--- config.mk ---
export PLATFORM = sky130hd
export DESIGN_NAME = auto_reset_seq
export DESIGN_NICKNAME = d
export VERILOG_FILES = /design/src/verilog/seq_pkg.sv /design/src/verilog/tick_if.sv /design/src/verilog/second_timebase.sv /design/src/verilog/auto_reset_seq.sv
export SDC_FILE = /design/constraint.sdc
export NUM_CORES = 1
export LEC_CHECK = 0
export BUFFER_PORTS_ARGS = -buffer_cell sky130_fd_sc_hd__buf_2
export CORE_UTILIZATION = 63
export CTS_CLUSTER_DIAMETER = 150
export DETAILED_ROUTE_END_ITERATION = 6
export PLACE_DENSITY = 0.93
export SETUP_SLACK_MARGIN = 0.2
export SYNTH_ARGS = -nofsm -noshare
export SYNTH_HDL_FRONTEND = slang
export SYNTH_SLANG_ARGS = --single-unit
export TNS_END_PERCENT = 1
--- constraint.sdc ---
create_clock -name mclk -period 6.9 [get_ports mclk]
set_input_delay 1.035 -clock mclk [delete_from_list [all_inputs] [get_ports mclk]]
set_output_delay 1.035 -clock mclk [all_outputs]
set_load 0.02 [all_outputs]
--- src/verilog/seq_pkg.sv ---
// Constants, state codes and setting limits of the auto reset sequencer.
package seq_pkg;
  localparam int SECOND_MS = 1000;
  localparam int CLK_KHZ = 125000;
  localparam int CYCLES_PER_SEC = SECOND_MS * CLK_KHZ;
  localparam int SEC_W = 13;
  localparam int ATT_W = 4;
  localparam int OUT_W = 17;
  localparam int N_TRIP = 8;
  localparam logic [SEC_W-1:0] DELAY_MAX_S = 13'h1c20;
  localparam logic [ATT_W-1:0] ATT_MAX = 4'ha;
  localparam logic [SEC_W-1:0] TF_MIN_S = 13'h0078;
  localparam logic [SEC_W-1:0] TF_MAX_S = 13'h1c20;
  localparam logic DEF_ENABLE = 1'h0;
  localparam logic [SEC_W-1:0] DEF_DELAY_S = 13'h0000;
  localparam logic [ATT_W-1:0] DEF_ATT = 4'h0;
  localparam logic [SEC_W-1:0] DEF_TF_S = 13'h0258;
  localparam logic [ATT_W-1:0] RST_ATT = 4'h0;
  localparam logic [SEC_W-1:0] RST_SEC = 13'h0000;
  localparam logic [OUT_W-1:0] RST_LAG = 17'h00000;
  typedef enum logic [3:0] {
    ST_IDLE = 4'b0001,
    ST_WAIT = 4'b0010,
    ST_RUN = 4'b0100,
    ST_OVER = 4'b1000
  } seq_state_t;
  localparam logic [1:0] MODE_PROG = 2'h0;
  localparam logic [1:0] MODE_TWO = 2'h1;
  localparam logic [1:0] MODE_THREE = 2'h2;
  localparam logic [1:0] MODE_NET = 2'h3;
  localparam logic [1:0] OUT_OFF = 2'h0;
  localparam logic [1:0] OUT_PEND = 2'h1;
  localparam logic [1:0] OUT_OVER = 2'h2;
  localparam logic [1:0] OUT_ACTIVE = 2'h3;
endpackage

--- src/verilog/tick_if.sv ---
// Second tick carrier between the timebase and the sequencer.
`timescale 1ns/1ps
interface tick_if;
  logic tick;
  logic resync;
  modport src(output tick, input resync);
  modport dst(input tick, output resync);
endinterface

--- src/verilog/second_timebase.sv ---
// One pulse per second derived from mclk.
`timescale 1ns/1ps
module second_timebase
  import seq_pkg::*;
#(
  parameter int CYCLES = CYCLES_PER_SEC
) (
  input wire logic mclk,
  input wire logic rst_b,
  tick_if.src tb
);
  localparam int CW = $clog2(CYCLES);
  typedef struct packed {
    logic [CW-1:0] cnt;
    logic tick;
  } tb_state_t;
  tb_state_t s;
  tb_state_t n;

  always_comb begin
    n = s;
    n.tick = 1'b0;
    // Restarting at power-up keeps the first second after it a whole second.
    if (tb.resync) begin
      n.cnt = '0;
    end else if (s.cnt == CW'(CYCLES - 1)) begin
      n.cnt = '0;
      n.tick = 1'b1;
    end else begin
      n.cnt = s.cnt + CW'(1);
    end
  end

  always_ff @(posedge mclk or negedge rst_b) begin
    if (!rst_b) begin
      s <= '0;
    end else begin
      s <= n;
    end
  end

  assign tb.tick = s.tick;
endmodule

--- src/verilog/auto_reset_seq.sv ---
// Auto reset sequencer: clears selected trips, retries the start and times the trip-free run.
`timescale 1ns/1ps
module auto_reset_seq
  import seq_pkg::*;
#(
  parameter int SEC_CYCLES = CYCLES_PER_SEC,
  parameter int NT = N_TRIP
) (
  input wire logic mclk,
  input wire logic rst_b,
  input wire logic enable,
  input wire logic [SEC_W-1:0] delay_set,
  input wire logic [ATT_W-1:0] attempts_set,
  input wire logic [SEC_W-1:0] trip_free_set,
  input wire logic [NT-1:0] trip_sel,
  input wire logic [1:0] ctrl_mode,
  input wire logic hand_sel,
  input wire logic [NT-1:0] trip_src,
  input wire logic start_cmd,
  input wire logic stop_cmd,
  input wire logic ext_reset,
  input wire logic power_up,
  input wire logic [OUT_W-1:0] outage_s,
  input wire logic start_saved,
  input wire logic [7:0] dout_sel,
  output logic [ATT_W-1:0] attempts_left,
  output logic [ATT_W-1:0] attempt_num,
  output logic [SEC_W-1:0] delay_left,
  output logic [SEC_W-1:0] trip_free_left,
  output logic pending,
  output logic exceeded,
  output logic trip_clear,
  output logic restart_req,
  output logic trip_reset,
  output logic [3:0] dout
);
  typedef struct packed {
    seq_state_t state;
    logic [ATT_W-1:0] att;
    logic [ATT_W-1:0] num;
    logic [SEC_W-1:0] dly;
    logic [SEC_W-1:0] tf;
    logic [OUT_W-1:0] lag;
    logic start_q;
    logic rst_q;
    logic clr;
    logic rst_ev;
    logic [3:0] dout;
  } seq_t;

  seq_t s;
  seq_t n;
  tick_if tb();
  logic [ATT_W-1:0] att_cl;
  logic [SEC_W-1:0] dly_cl;
  logic [SEC_W-1:0] tf_cl;
  logic [OUT_W-1:0] budget;
  logic reset_evt;
  logic trip_act;
  logic tick_eff;
  logic two_drop;
  logic stop_abort;
  logic wire3;
  logic [3:0] next_dout;

  second_timebase #(.CYCLES(SEC_CYCLES)) u_timebase (
    .mclk(mclk),
    .rst_b(rst_b),
    .tb(tb.src)
  );

  ////////////////////////////////////////////////////////////////////////////
  // Settings clamped to their legal ranges.
  assign att_cl = (attempts_set > ATT_MAX) ? ATT_MAX : attempts_set;
  assign dly_cl = (delay_set > DELAY_MAX_S) ? DELAY_MAX_S : delay_set;
  assign tf_cl = (trip_free_set < TF_MIN_S) ? TF_MIN_S :
                 (trip_free_set > TF_MAX_S) ? TF_MAX_S : trip_free_set;
  assign budget = OUT_W'(dly_cl) * OUT_W'(att_cl);
  assign wire3 = (ctrl_mode == MODE_THREE) || (ctrl_mode == MODE_NET);
  assign reset_evt = (ctrl_mode == MODE_TWO) ? (start_cmd && !s.start_q)
                                             : (ext_reset && !s.rst_q);
  // The thermal level is deliberately not an input: an overload trip in the
  // selected set is cleared like any other, so a short delay re-trips.
  // The far side drops a trip only at the edge after a clear or reset pulse, so the stale
  // trip is ignored while either pulse stands; otherwise a restart would re-trip at once.
  assign trip_act = (|(trip_src & trip_sel)) && !s.clr && !s.rst_ev;
  assign tick_eff = (s.lag != RST_LAG) || tb.tick;
  assign two_drop = (ctrl_mode == MODE_TWO) && !start_cmd;
  assign stop_abort = wire3 && stop_cmd;
  assign tb.resync = power_up;

  ////////////////////////////////////////////////////////////////////////////
  // Sequencer.
  function automatic seq_t reinit(seq_t c, logic [ATT_W-1:0] a);
    seq_t r;
    r = c;
    r.state = ST_IDLE;
    r.att = a;
    r.num = RST_ATT;
    r.dly = RST_SEC;
    r.tf = RST_SEC;
    r.lag = RST_LAG;
    return r;
  endfunction

  always_comb begin
    n = s;
    n.clr = 1'b0;
    n.rst_ev = reset_evt;
    n.start_q = start_cmd;
    n.rst_q = ext_reset;
    n.dout = next_dout;
    if (hand_sel || !enable) begin
      n = reinit(n, att_cl);
    end else if (reset_evt && (s.state != ST_IDLE)) begin
      n = reinit(n, att_cl);
    end else if (power_up && (s.state == ST_WAIT || s.state == ST_RUN)) begin
      if (outage_s > budget) begin
        n.state = ST_OVER;
        n.lag = RST_LAG;
      end else if (wire3 && !start_saved) begin
        n = reinit(n, att_cl);
      end else begin
        n.lag = outage_s;
      end
    end else begin
      unique case (s.state)
        ST_IDLE: begin
          n.att = att_cl;
          if (trip_act) begin
            n.state = (att_cl != RST_ATT) ? ST_WAIT : ST_OVER;
            n.dly = dly_cl;
          end
        end
        ST_WAIT: begin
          if (two_drop || stop_abort) begin
            n = reinit(n, att_cl);
          end else if (s.dly == RST_SEC) begin
            n.att = s.att - ATT_W'(1);
            n.num = s.num + ATT_W'(1);
            if (s.lag == RST_LAG) begin
              n.clr = 1'b1;
              n.state = ST_RUN;
              n.tf = tf_cl;
            end else begin
              // Attempts that fell inside the outage are consumed silently.
              n.state = (n.att == RST_ATT) ? ST_OVER : ST_WAIT;
              n.dly = dly_cl;
              n.lag = (n.att == RST_ATT) ? RST_LAG : s.lag;
            end
          end else if (tick_eff) begin
            n.dly = s.dly - SEC_W'(1);
            n.lag = (s.lag != RST_LAG) ? s.lag - OUT_W'(1) : RST_LAG;
          end
        end
        ST_RUN: begin
          if (trip_act) begin
            n.state = (s.att != RST_ATT) ? ST_WAIT : ST_OVER;
            n.dly = dly_cl;
          end else if (s.tf == RST_SEC) begin
            n = reinit(n, att_cl);
          end else if (tick_eff) begin
            n.tf = s.tf - SEC_W'(1);
            n.lag = (s.lag != RST_LAG) ? s.lag - OUT_W'(1) : RST_LAG;
          end
        end
        ST_OVER: begin
          if (stop_cmd) begin
            n = reinit(n, att_cl);
          end
        end
      endcase
    end
  end

  always_ff @(posedge mclk or negedge rst_b) begin
    if (!rst_b) begin
      s <= '{state: ST_IDLE, att: RST_ATT, num: RST_ATT, dly: RST_SEC, tf: RST_SEC,
             lag: RST_LAG, start_q: 1'b0, rst_q: 1'b0, clr: 1'b0, rst_ev: 1'b0,
             dout: 4'h0};
    end else begin
      s <= n;
    end
  end

  ////////////////////////////////////////////////////////////////////////////
  // Status routing and outputs.
  for (genvar i = 0; i < 4; i++) begin : g_dout
    always_comb begin
      unique case (dout_sel[2*i +: 2])
        OUT_OFF: next_dout[i] = 1'b0;
        OUT_PEND: next_dout[i] = (s.state == ST_WAIT);
        OUT_OVER: next_dout[i] = (s.state == ST_OVER);
        OUT_ACTIVE: next_dout[i] = (s.state != ST_IDLE);
      endcase
    end
  end

  assign attempts_left = s.att;
  assign attempt_num = s.num;
  assign delay_left = s.dly;
  assign trip_free_left = s.tf;
  assign pending = (s.state == ST_WAIT);
  assign exceeded = (s.state == ST_OVER);
  assign trip_clear = s.clr;
  assign restart_req = s.clr;
  assign trip_reset = s.rst_ev;
  assign dout = s.dout;

  ////////////////////////////////////////////////////////////////////////////
  // Checks.
  hand_clear_a: assert property (@(posedge mclk) disable iff (!rst_b)
    hand_sel |=> (s.state == ST_IDLE) && (s.att == $past(att_cl)) && (s.tf == RST_SEC))
    else $error("hand mode did not reinitialise");
  two_drop_a: assert property (@(posedge mclk) disable iff (!rst_b)
    (s.state == ST_WAIT) && two_drop && enable && !power_up |=> s.state == ST_IDLE)
    else $error("two-wire start drop did not abandon");
  stop_abort_a: assert property (@(posedge mclk) disable iff (!rst_b)
    (s.state == ST_WAIT) && stop_abort && enable && !power_up |=> s.state == ST_IDLE)
    else $error("stop did not abandon pending retry");
  free_done_a: assert property (@(posedge mclk) disable iff (!rst_b)
    (s.state == ST_RUN) && (s.tf == RST_SEC) && !trip_act && enable && !hand_sel
    && !reset_evt && !power_up |=> (s.state == ST_IDLE) && (s.num == RST_ATT))
    else $error("trip-free end did not reload counters");
  outage_term_a: assert property (@(posedge mclk) disable iff (!rst_b)
    power_up && (s.state == ST_WAIT || s.state == ST_RUN) && (outage_s > budget) && enable
    && !hand_sel && !reset_evt |=> s.state == ST_OVER)
    else $error("long outage did not terminate");
  restart_fire_a: assert property (@(posedge mclk) disable iff (!rst_b)
    (s.state == ST_WAIT) && (s.dly == RST_SEC) && (s.lag == RST_LAG) && enable
    && !hand_sel && !reset_evt && !power_up && !two_drop && !stop_abort
    |=> restart_req && (s.att == $past(s.att) - ATT_W'(1)) && (s.state == ST_RUN))
    else $error("restart not issued at delay zero");
  reset_edge_a: assert property (@(posedge mclk) disable iff (!rst_b)
    (ctrl_mode == MODE_TWO) && $rose(start_cmd) |=> trip_reset)
    else $error("start edge gave no trip reset");
  over_hold_a: assert property (@(posedge mclk) disable iff (!rst_b)
    exceeded && !stop_cmd && !reset_evt && !hand_sel && enable |=> exceeded)
    else $error("exhausted state left without reset");
  dout_map_a: assert property (@(posedge mclk) disable iff (!rst_b)
    (dout_sel[3:2] == OUT_PEND) |=> dout[1] == $past(pending))
    else $error("pending not routed to output");
  retrip_a: assert property (@(posedge mclk) disable iff (!rst_b)
    (s.state == ST_RUN) && trip_act && (s.att == RST_ATT) && enable && !hand_sel
    && !reset_evt && !power_up |=> exceeded)
    else $error("re-trip with no attempts left not exhausted");
  restart_c: cover property (@(posedge mclk) disable iff (!rst_b) restart_req);
  exceed_c: cover property (@(posedge mclk) disable iff (!rst_b) $rose(exceeded));
  free_c: cover property (@(posedge mclk) disable iff (!rst_b)
    (s.state == ST_RUN) ##1 (s.state == ST_IDLE));
  catchup_c: cover property (@(posedge mclk) disable iff (!rst_b)
    (s.lag != RST_LAG) && (s.state == ST_WAIT));
endmodule

==> impl_metrics.json, run 1 <==
{
  "cp.arrival_ns": 7.26,
  "drv_slew": 0,
  "ys.flop_type": "dfrtp_1",
  "cts.clk_slew.worst_paths_ns": 0.07,
  "synth_common_cells": "nor2_1 (109), dfrtp_1 (90), nand2_1 (68)",
  "wire_per_inst_um": 17.7,
  "cts_buffers": 9,
  "setup_ws_ns": -0.0745,
  "drt_iter0_drc": 809,
  "grt-ovfl-total": 0,
  "skew_ns": 0.00922,
  "reg2reg_from": "s[8]",
  "min_to": "u_timebase.s[1]",
  "netlist.top_cell.by_area": "dfrtp_1",
  "layout-drive-gt1-share": 0.234,
  "port_buffers": 124,
  "clk_path_buf_depth": 2,
  "antenna_found_initial": 0,
  "rows": 40,
  "antenna_cells": 0,
  "cts.sinks": 91,
  "start_kind": "primary input",
  "track_usage": 0.334,
  "min_path_type": "register to register",
  "dieArea_um2": 13200,
  "gp_congestion": 0.936,
  "reg2reg_to": "s[9]",
  "insertion_delay_ns": 0.36,
  "syn_inst": 954,
  "fp.dieH_um": 115,
  "avgSynthCellArea_um2": 8.39,
  "nNetsFinal": 1220,
  "rsz0062_at_grt": "true",
  "hold_start": "u_timebase.s[1]",
  "path_class": "primary input to register",
  "core-area_um2": 12200,
  "vias": 8060,
  "dp_slack_ns": -0.392,
  "p_leak_nw": 4.44,
  "synth_area_leaders": "dfrtp_1 (28%), ha_1 (7.0%), fa_1 (5.5%)",
  "ios": 125,
  "hold_viol_final": 0,
  "antenna_left": 0,
  "layout_min_cycle_time_ns": 6.97,
  "drcViolationCount": 0,
  "min_period_over_period": 1.01,
  "synth_cell_type_count": 74,
  "ff2ff_path_depth": 10,
  "dpl-instance-area_um2": 8770,
  "via_per_inst": 6.48,
  "synthesis.area_um2": 8010,
  "worstPathMaxFanout": 7,
  "setup_viol": 20,
  "grt_pass1_wl_mm": 34.9,
  "cts_hold_buf": 0,
  "maxCapViolations": 0,
  "firstDrtPassIters": 6,
  "synth_top_area_frac": 0.281,
  "worstMarginPinSlew_ns": 1.02,
  "cts_root_buf": "clkbuf_16",
  "violations": "setup timing",
  "wl_mm": 22.0,
  "grt_pass1_vias": 7362,
  "endpoint_kind": "register",
  "final_area_um2": 9240,
  "rrSetupSlack_ns": 3.31,
  "syn2layout_area_growth_pct": 15.4,
  "cts_tree": "built",
  "synth_nets": 1103,
  "synth.yosys.seq_area_share": 0.285,
  "power.density_nw_per_um2": 174,
  "status": "complete, but fails checks",
  "hold_depth": 1,
  "cts.htree.levels": 3,
  "clock.fmax_ghz": 0.143,
  "synth-seq-cells": 91,
  "initial_utilization": 0.656,
  "cp.required_ns": 7.19,
  "yosysMostFrequentCell": "nor2_1",
  "dp_hpwl_mm": 15.9,
  "async_flop_share": 1.00,
  "yosysWarnings": 0,
  "maxSlewHeadroom": 0.318,
  "irDropWorstVdd_mv": 0.161,
  "grt_max_degree": 62,
  "die_x_um": 115,
  "synth_edf_count": 0
}
[power by group]
part,internal [W],leakage (nW),switching [W]
Combinational,0.000225,3.07,0.000321
Clock,0.000253,0.137,0.000237
Sequential,0.000549,1.24,0.0000190
Total,0.00103,4.44,0.000577
[worst max-delay path by stage]
stage / from / to / slack, ns
after CTS: delay_set[0] / trip_free_left[8] / 0.005
after floorplan: delay_set[0] / delay_left[2] / 0.19
after global routing: delay_set[3] / s[60] / -0.33
after global placement: delay_set[0] / trip_free_left[9] / -0.24
final: delay_set[3] / trip_free_left[8] / -0.07
after detailed placement: delay_set[0] / trip_free_left[1] / -0.39
[cell type report]
class	instances	area (um2)
sequential	91	2280
clock buffer	9	225
multi-input combinational	732	5230
clock inverter	7	63.8
inverter	67	251
fill	854	2970
timing repair buffer	170	978
tap	168	210
[kinds of logic (layout without fill, tap and decap cells)]
family | count (synthesis) | in the layout | share of synthesized area
AOI/OAI and AO/OA | 224 | 224 | 0.197
xor gates and xnor gates | 48 | 48 | 0.0525
buffers and inverters | 132 | 253 | 0.0825
adders and majority gates | 67 | 67 | 0.125
and+or+nand+nor | 379 | 380 | 0.241
muxes | 13 | 13 | 0.0177
DFF | 91 | 91 | 0.285
[cell usage in the layout (no fill, tap or decap), types with 6 or more instances in the layout]
cell type | synthesis | layout
a21oi_1 | 48 | 47
a22o_1 | 7 | 7
a22oi_1 | 17 | 17
a31oi_1 | 7 | 7
and2_1 | 26 | 25
and3_1 | 12 | 12
buf_2 | 3 | 122
buf_4 | 39 | 46
clkbuf_16 | 0 | 9
dfrtp_1 | 90 | 90
fa_1 | 22 | 21
ha_1 | 45 | 45
inv_1 | 67 | 64
mux2_2 | 9 | 9
nand2_1 | 68 | 67
nand2b_1 | 14 | 12
nand3_1 | 36 | 36
nand4_1 | 9 | 9
nor2_1 | 109 | 108
nor3_1 | 34 | 30
nor4_1 | 18 | 18
o211ai_1 | 18 | 18
o21ai_0 | 34 | 31
o21ai_2 | 8 | 9
o2bb2ai_1 | 15 | 15
o31ai_1 | 19 | 16
or3_1 | 8 | 7
or4_1 | 7 | 6
xnor2_1 | 18 | 18
xor2_1 | 30 | 30
[metrics by stage]
stage	utilization	setup TNS [ns]	total power (W)	instances	hold slack, ns
2_1_floorplan	-	0	0.000926	954	0.448
3_3_place_gp	0.718	-5.50	0.00107	1220	0.473
3_5_place_dp	0.718	-10.66	0.00108	1220	0.476
4_1_cts	0.742	0	0.00157	1236	0.495
5_1_grt	0.756	-10.50	0.00168	1244	0.507
6_report	0.756	-0.916	0.00160	1244	0.490
[state kept, by name, indices dropped and copies added, names as in the netlist]
register            cells
u_timebase.s           27
trip_reset              1
delay_left             13
dout                    4
attempt_num             4
restart_req             1
s                      23
trip_free_left         13
u_timebase.tb.tick      1
attempts_left           4
[routing by layer]
metal | track usage | up-vias | wire, um
li1 | - | 3655 | -
met1 | 0.451 | 3748 | 8900
met2 | 0.537 | 572 | 10100
met3 | 0.0569 | 85 | 2300
met4 | 0.138 | 0 | 729
met5 | 0 | - | 0
[what timing repair did]
item                       4_1_cts  5_1_grt
cloned                           0        1
pin swaps                        0       34
buffers inserted                 0        7
gates resized for setup          2       30
setup endpoints to repair       42       55
[worst max-delay path: stages]
cell and delay, ns:
buf_6 0.09, or4_4 0.53, o21ai_2 0.16, a21oi_2 0.10, nand2b_4 0.17, or2_4 0.24
fa_1 0.51, inv_2 0.04, fa_1 0.53, inv_2 0.05, fa_2 0.38, nor2b_4 0.16
o31ai_4 0.09, a211oi_2 0.28, nor3_2 0.12, o41ai_2 0.34, a21oi_1 0.11, xor2_1 0.19
ha_1 0.31, nand4_1 0.13, nor4_1 0.27, and4_1 0.24, a211o_1 0.25, o21bai_4 0.15
or4_4 0.61, o21ai_2 0.15
(Power assumes the default switching activity.)
==> run 2: changes to the inputs <==
--- a/config.mk
+++ b/config.mk
@@ -10,7 +10,6 @@
 export CTS_CLUSTER_DIAMETER = 150
 export DETAILED_ROUTE_END_ITERATION = 6
 export PLACE_DENSITY = 0.93
-export SETUP_SLACK_MARGIN = 0.2
 export SYNTH_ARGS = -nofsm -noshare
 export SYNTH_HDL_FRONTEND = slang
 export SYNTH_SLANG_ARGS = --single-unit
==> run 2 against run 1 <==
Against the previous run: the run ends with DRC left; worst hold slack about the same; sequential cell count unchanged; largest power group is now combinational logic; final area up 1.2%; fmax up 1.6%; global-route usage up 1.5 points; utilization up 0.92 points; worst setup slack better by 0.11 ns.
==> impl_metrics.json, run 2 (synthesized netlist as in run 1, its figures left out) <==
{
  "status": "complete, but fails checks",
  "violations": "DRC",
  "top_regs": "u_timebase.s (27), s (23)",
  "final_cell_mix": "buf_2 (123), nor2_1 (106), dfrtp_1 (90)",
  "setup_viol": 0,
  "power.density_nw_per_um2": 176,
  "rows": 40,
  "grt_max_degree": 54,
  "cp_slowest_cell": "or4_4",
  "p_leak_nw": 4.52,
  "rrSetupSlack_ns": 3.18,
  "insertion_delay_ns": 0.36,
  "cts_tree": "built",
  "die_x_um": 115,
  "cp.arrival_ns": 7.10,
  "dp_hpwl_mm": 16.8,
  "antenna_found_initial": 0,
  "slowest_delay_ns": 0.52,
  "wl_mm": 23.3,
  "cts.clk_slew.worst_paths_ns": 0.07,
  "worstSetupStartpoint": "delay_set[0]",
  "maxSlewHeadroom": 0.324,
  "vias": 8184,
  "firstDrtPassIters": 7,
  "irDropWorstVdd_mv": 0.116,
  "reg2reg_to": "trip_free_left[9]",
  "gp_congestion": 0.961,
  "crit_path_end": "attempt_num[3]",
  "layout_min_cycle_time_ns": 6.86,
  "initial_utilization": 0.656,
  "cts.htree.levels": 3,
  "wire_per_inst_um": 18.5,
  "min_period_over_period": 0.994,
  "grt_pass1_wl_mm": 36.3,
  "final_util": 0.766,
  "timing.setup.tns_ns": 0,
  "path_class": "primary input to register",
  "worstMarginPinSlew_ns": 0.999,
  "grt_pass1_vias": 7714,
  "syn2layout_area_growth_pct": 16.8,
  "antenna_cells": 0,
  "regMostFlops": "u_timebase.s",
  "largest_reg_flops": 27,
  "min_path_type": "register to register",
  "fillerInstances": 807,
  "port_buffers": 124,
  "clk_path_buf_depth": 2,
  "layout_commonest_cell": "buf_2",
  "cts_root_buf": "clkbuf_16",
  "worstPathMaxFanout": 7,
  "fp.dieH_um": 115,
  "layout-drive-gt1-share": 0.242,
  "via_per_inst": 6.51,
  "drt_iter0_drc": 956,
  "dieArea_um2": 13200,
  "endpoint_kind": "register",
  "grt-ovfl-total": 0,
  "clock.fmax_ghz": 0.146,
  "core-area_um2": 12200,
  "drv_slew": 0,
  "start_kind": "primary input",
  "ff2ff_path_depth": 10,
  "track_usage": 0.350,
  "crit_path_frequent_cell": "a21oi_1",
  "maxCapViolations": 0,
  "cts_buffers": 9,
  "hold_slack_ns": 0.491,
  "nNetsFinal": 1233,
  "skew_ns": 0.00452,
  "antenna_left": 0,
  "reg2reg_from": "s[8]",
  "hold_viol_final": 0,
  "cp.required_ns": 7.14,
  "ios": 125,
  "cts.sinks": 91,
  "drcViolationCount": 1
}
run 2: area by class of cell:
class	instances	area, um2	share of cell area
Clock inverter	6	56.3	0.00602
Timing Repair Buffer	183	1080	0.115
Multi-Input combinational cell	732	5240	0.560
Inverter	67	251	0.0269
Clock buffer	10	239	0.0256
Tap cell	168	210	0.0225
Sequential cell	91	2280	0.244
run 2: how the worst min path moves through the flow:
stage	start	to	slack, ns	cells after the start
2_1_floorplan	s[19]	s[19]	0.45	1
3_3_place_gp	s[19]	s[19]	0.47	1
3_5_place_dp	s[19]	s[19]	0.48	1
4_1_cts	u_timebase.s[1]	u_timebase.s[1]	0.49	1
5_1_grt	s[19]	s[19]	0.50	1
6_report	u_timebase.s[1]	u_timebase.s[1]	0.49	1
run 2: power by group:
part           internal (W)  switching (W)
clock              0.000263       0.000234
sequential         0.000549      0.0000194
combinational      0.000236       0.000343
run 2: repair_timing:
action | CTS | global route
setup endpoints to repair | 31 | 55
pin swaps | 3 | 21
resized for setup | 2 | 33
hold buffers | 0 | 0
buffers inserted | 0 | 3
gates cloned | 0 | 1
run 2: per-layer routing:
metal  global-route usage  wire (um)
met3               0.0706       2350
met5                    0          0
met1                0.444       9130
met2                0.576      10900
met4                0.165        865
run 2: critical path: cells and delay by family:
family,cells,cell delay (ns)
XOR/XNOR,1,0.23
AND/OR/NAND/NOR,7,1.74
buffers and inverters,7,0.84
AO/OA/AOI/OAI,11,1.91
adder cells (fa/ha/maj),4,1.34
run 2: through the flow:
stage	setup slack [ns]	cells	cell area (um2)	power [W]
6_report	0.0383	1257	9350	0.00164
5_1_grt	-0.138	1257	9350	0.00172
4_1_cts	0.00795	1253	9190	0.00161
3_5_place_dp	-0.442	1237	8890	0.00111
3_3_place_gp	-0.253	1237	8890	0.00108
2_1_floorplan	0.0277	954	8050	0.000926
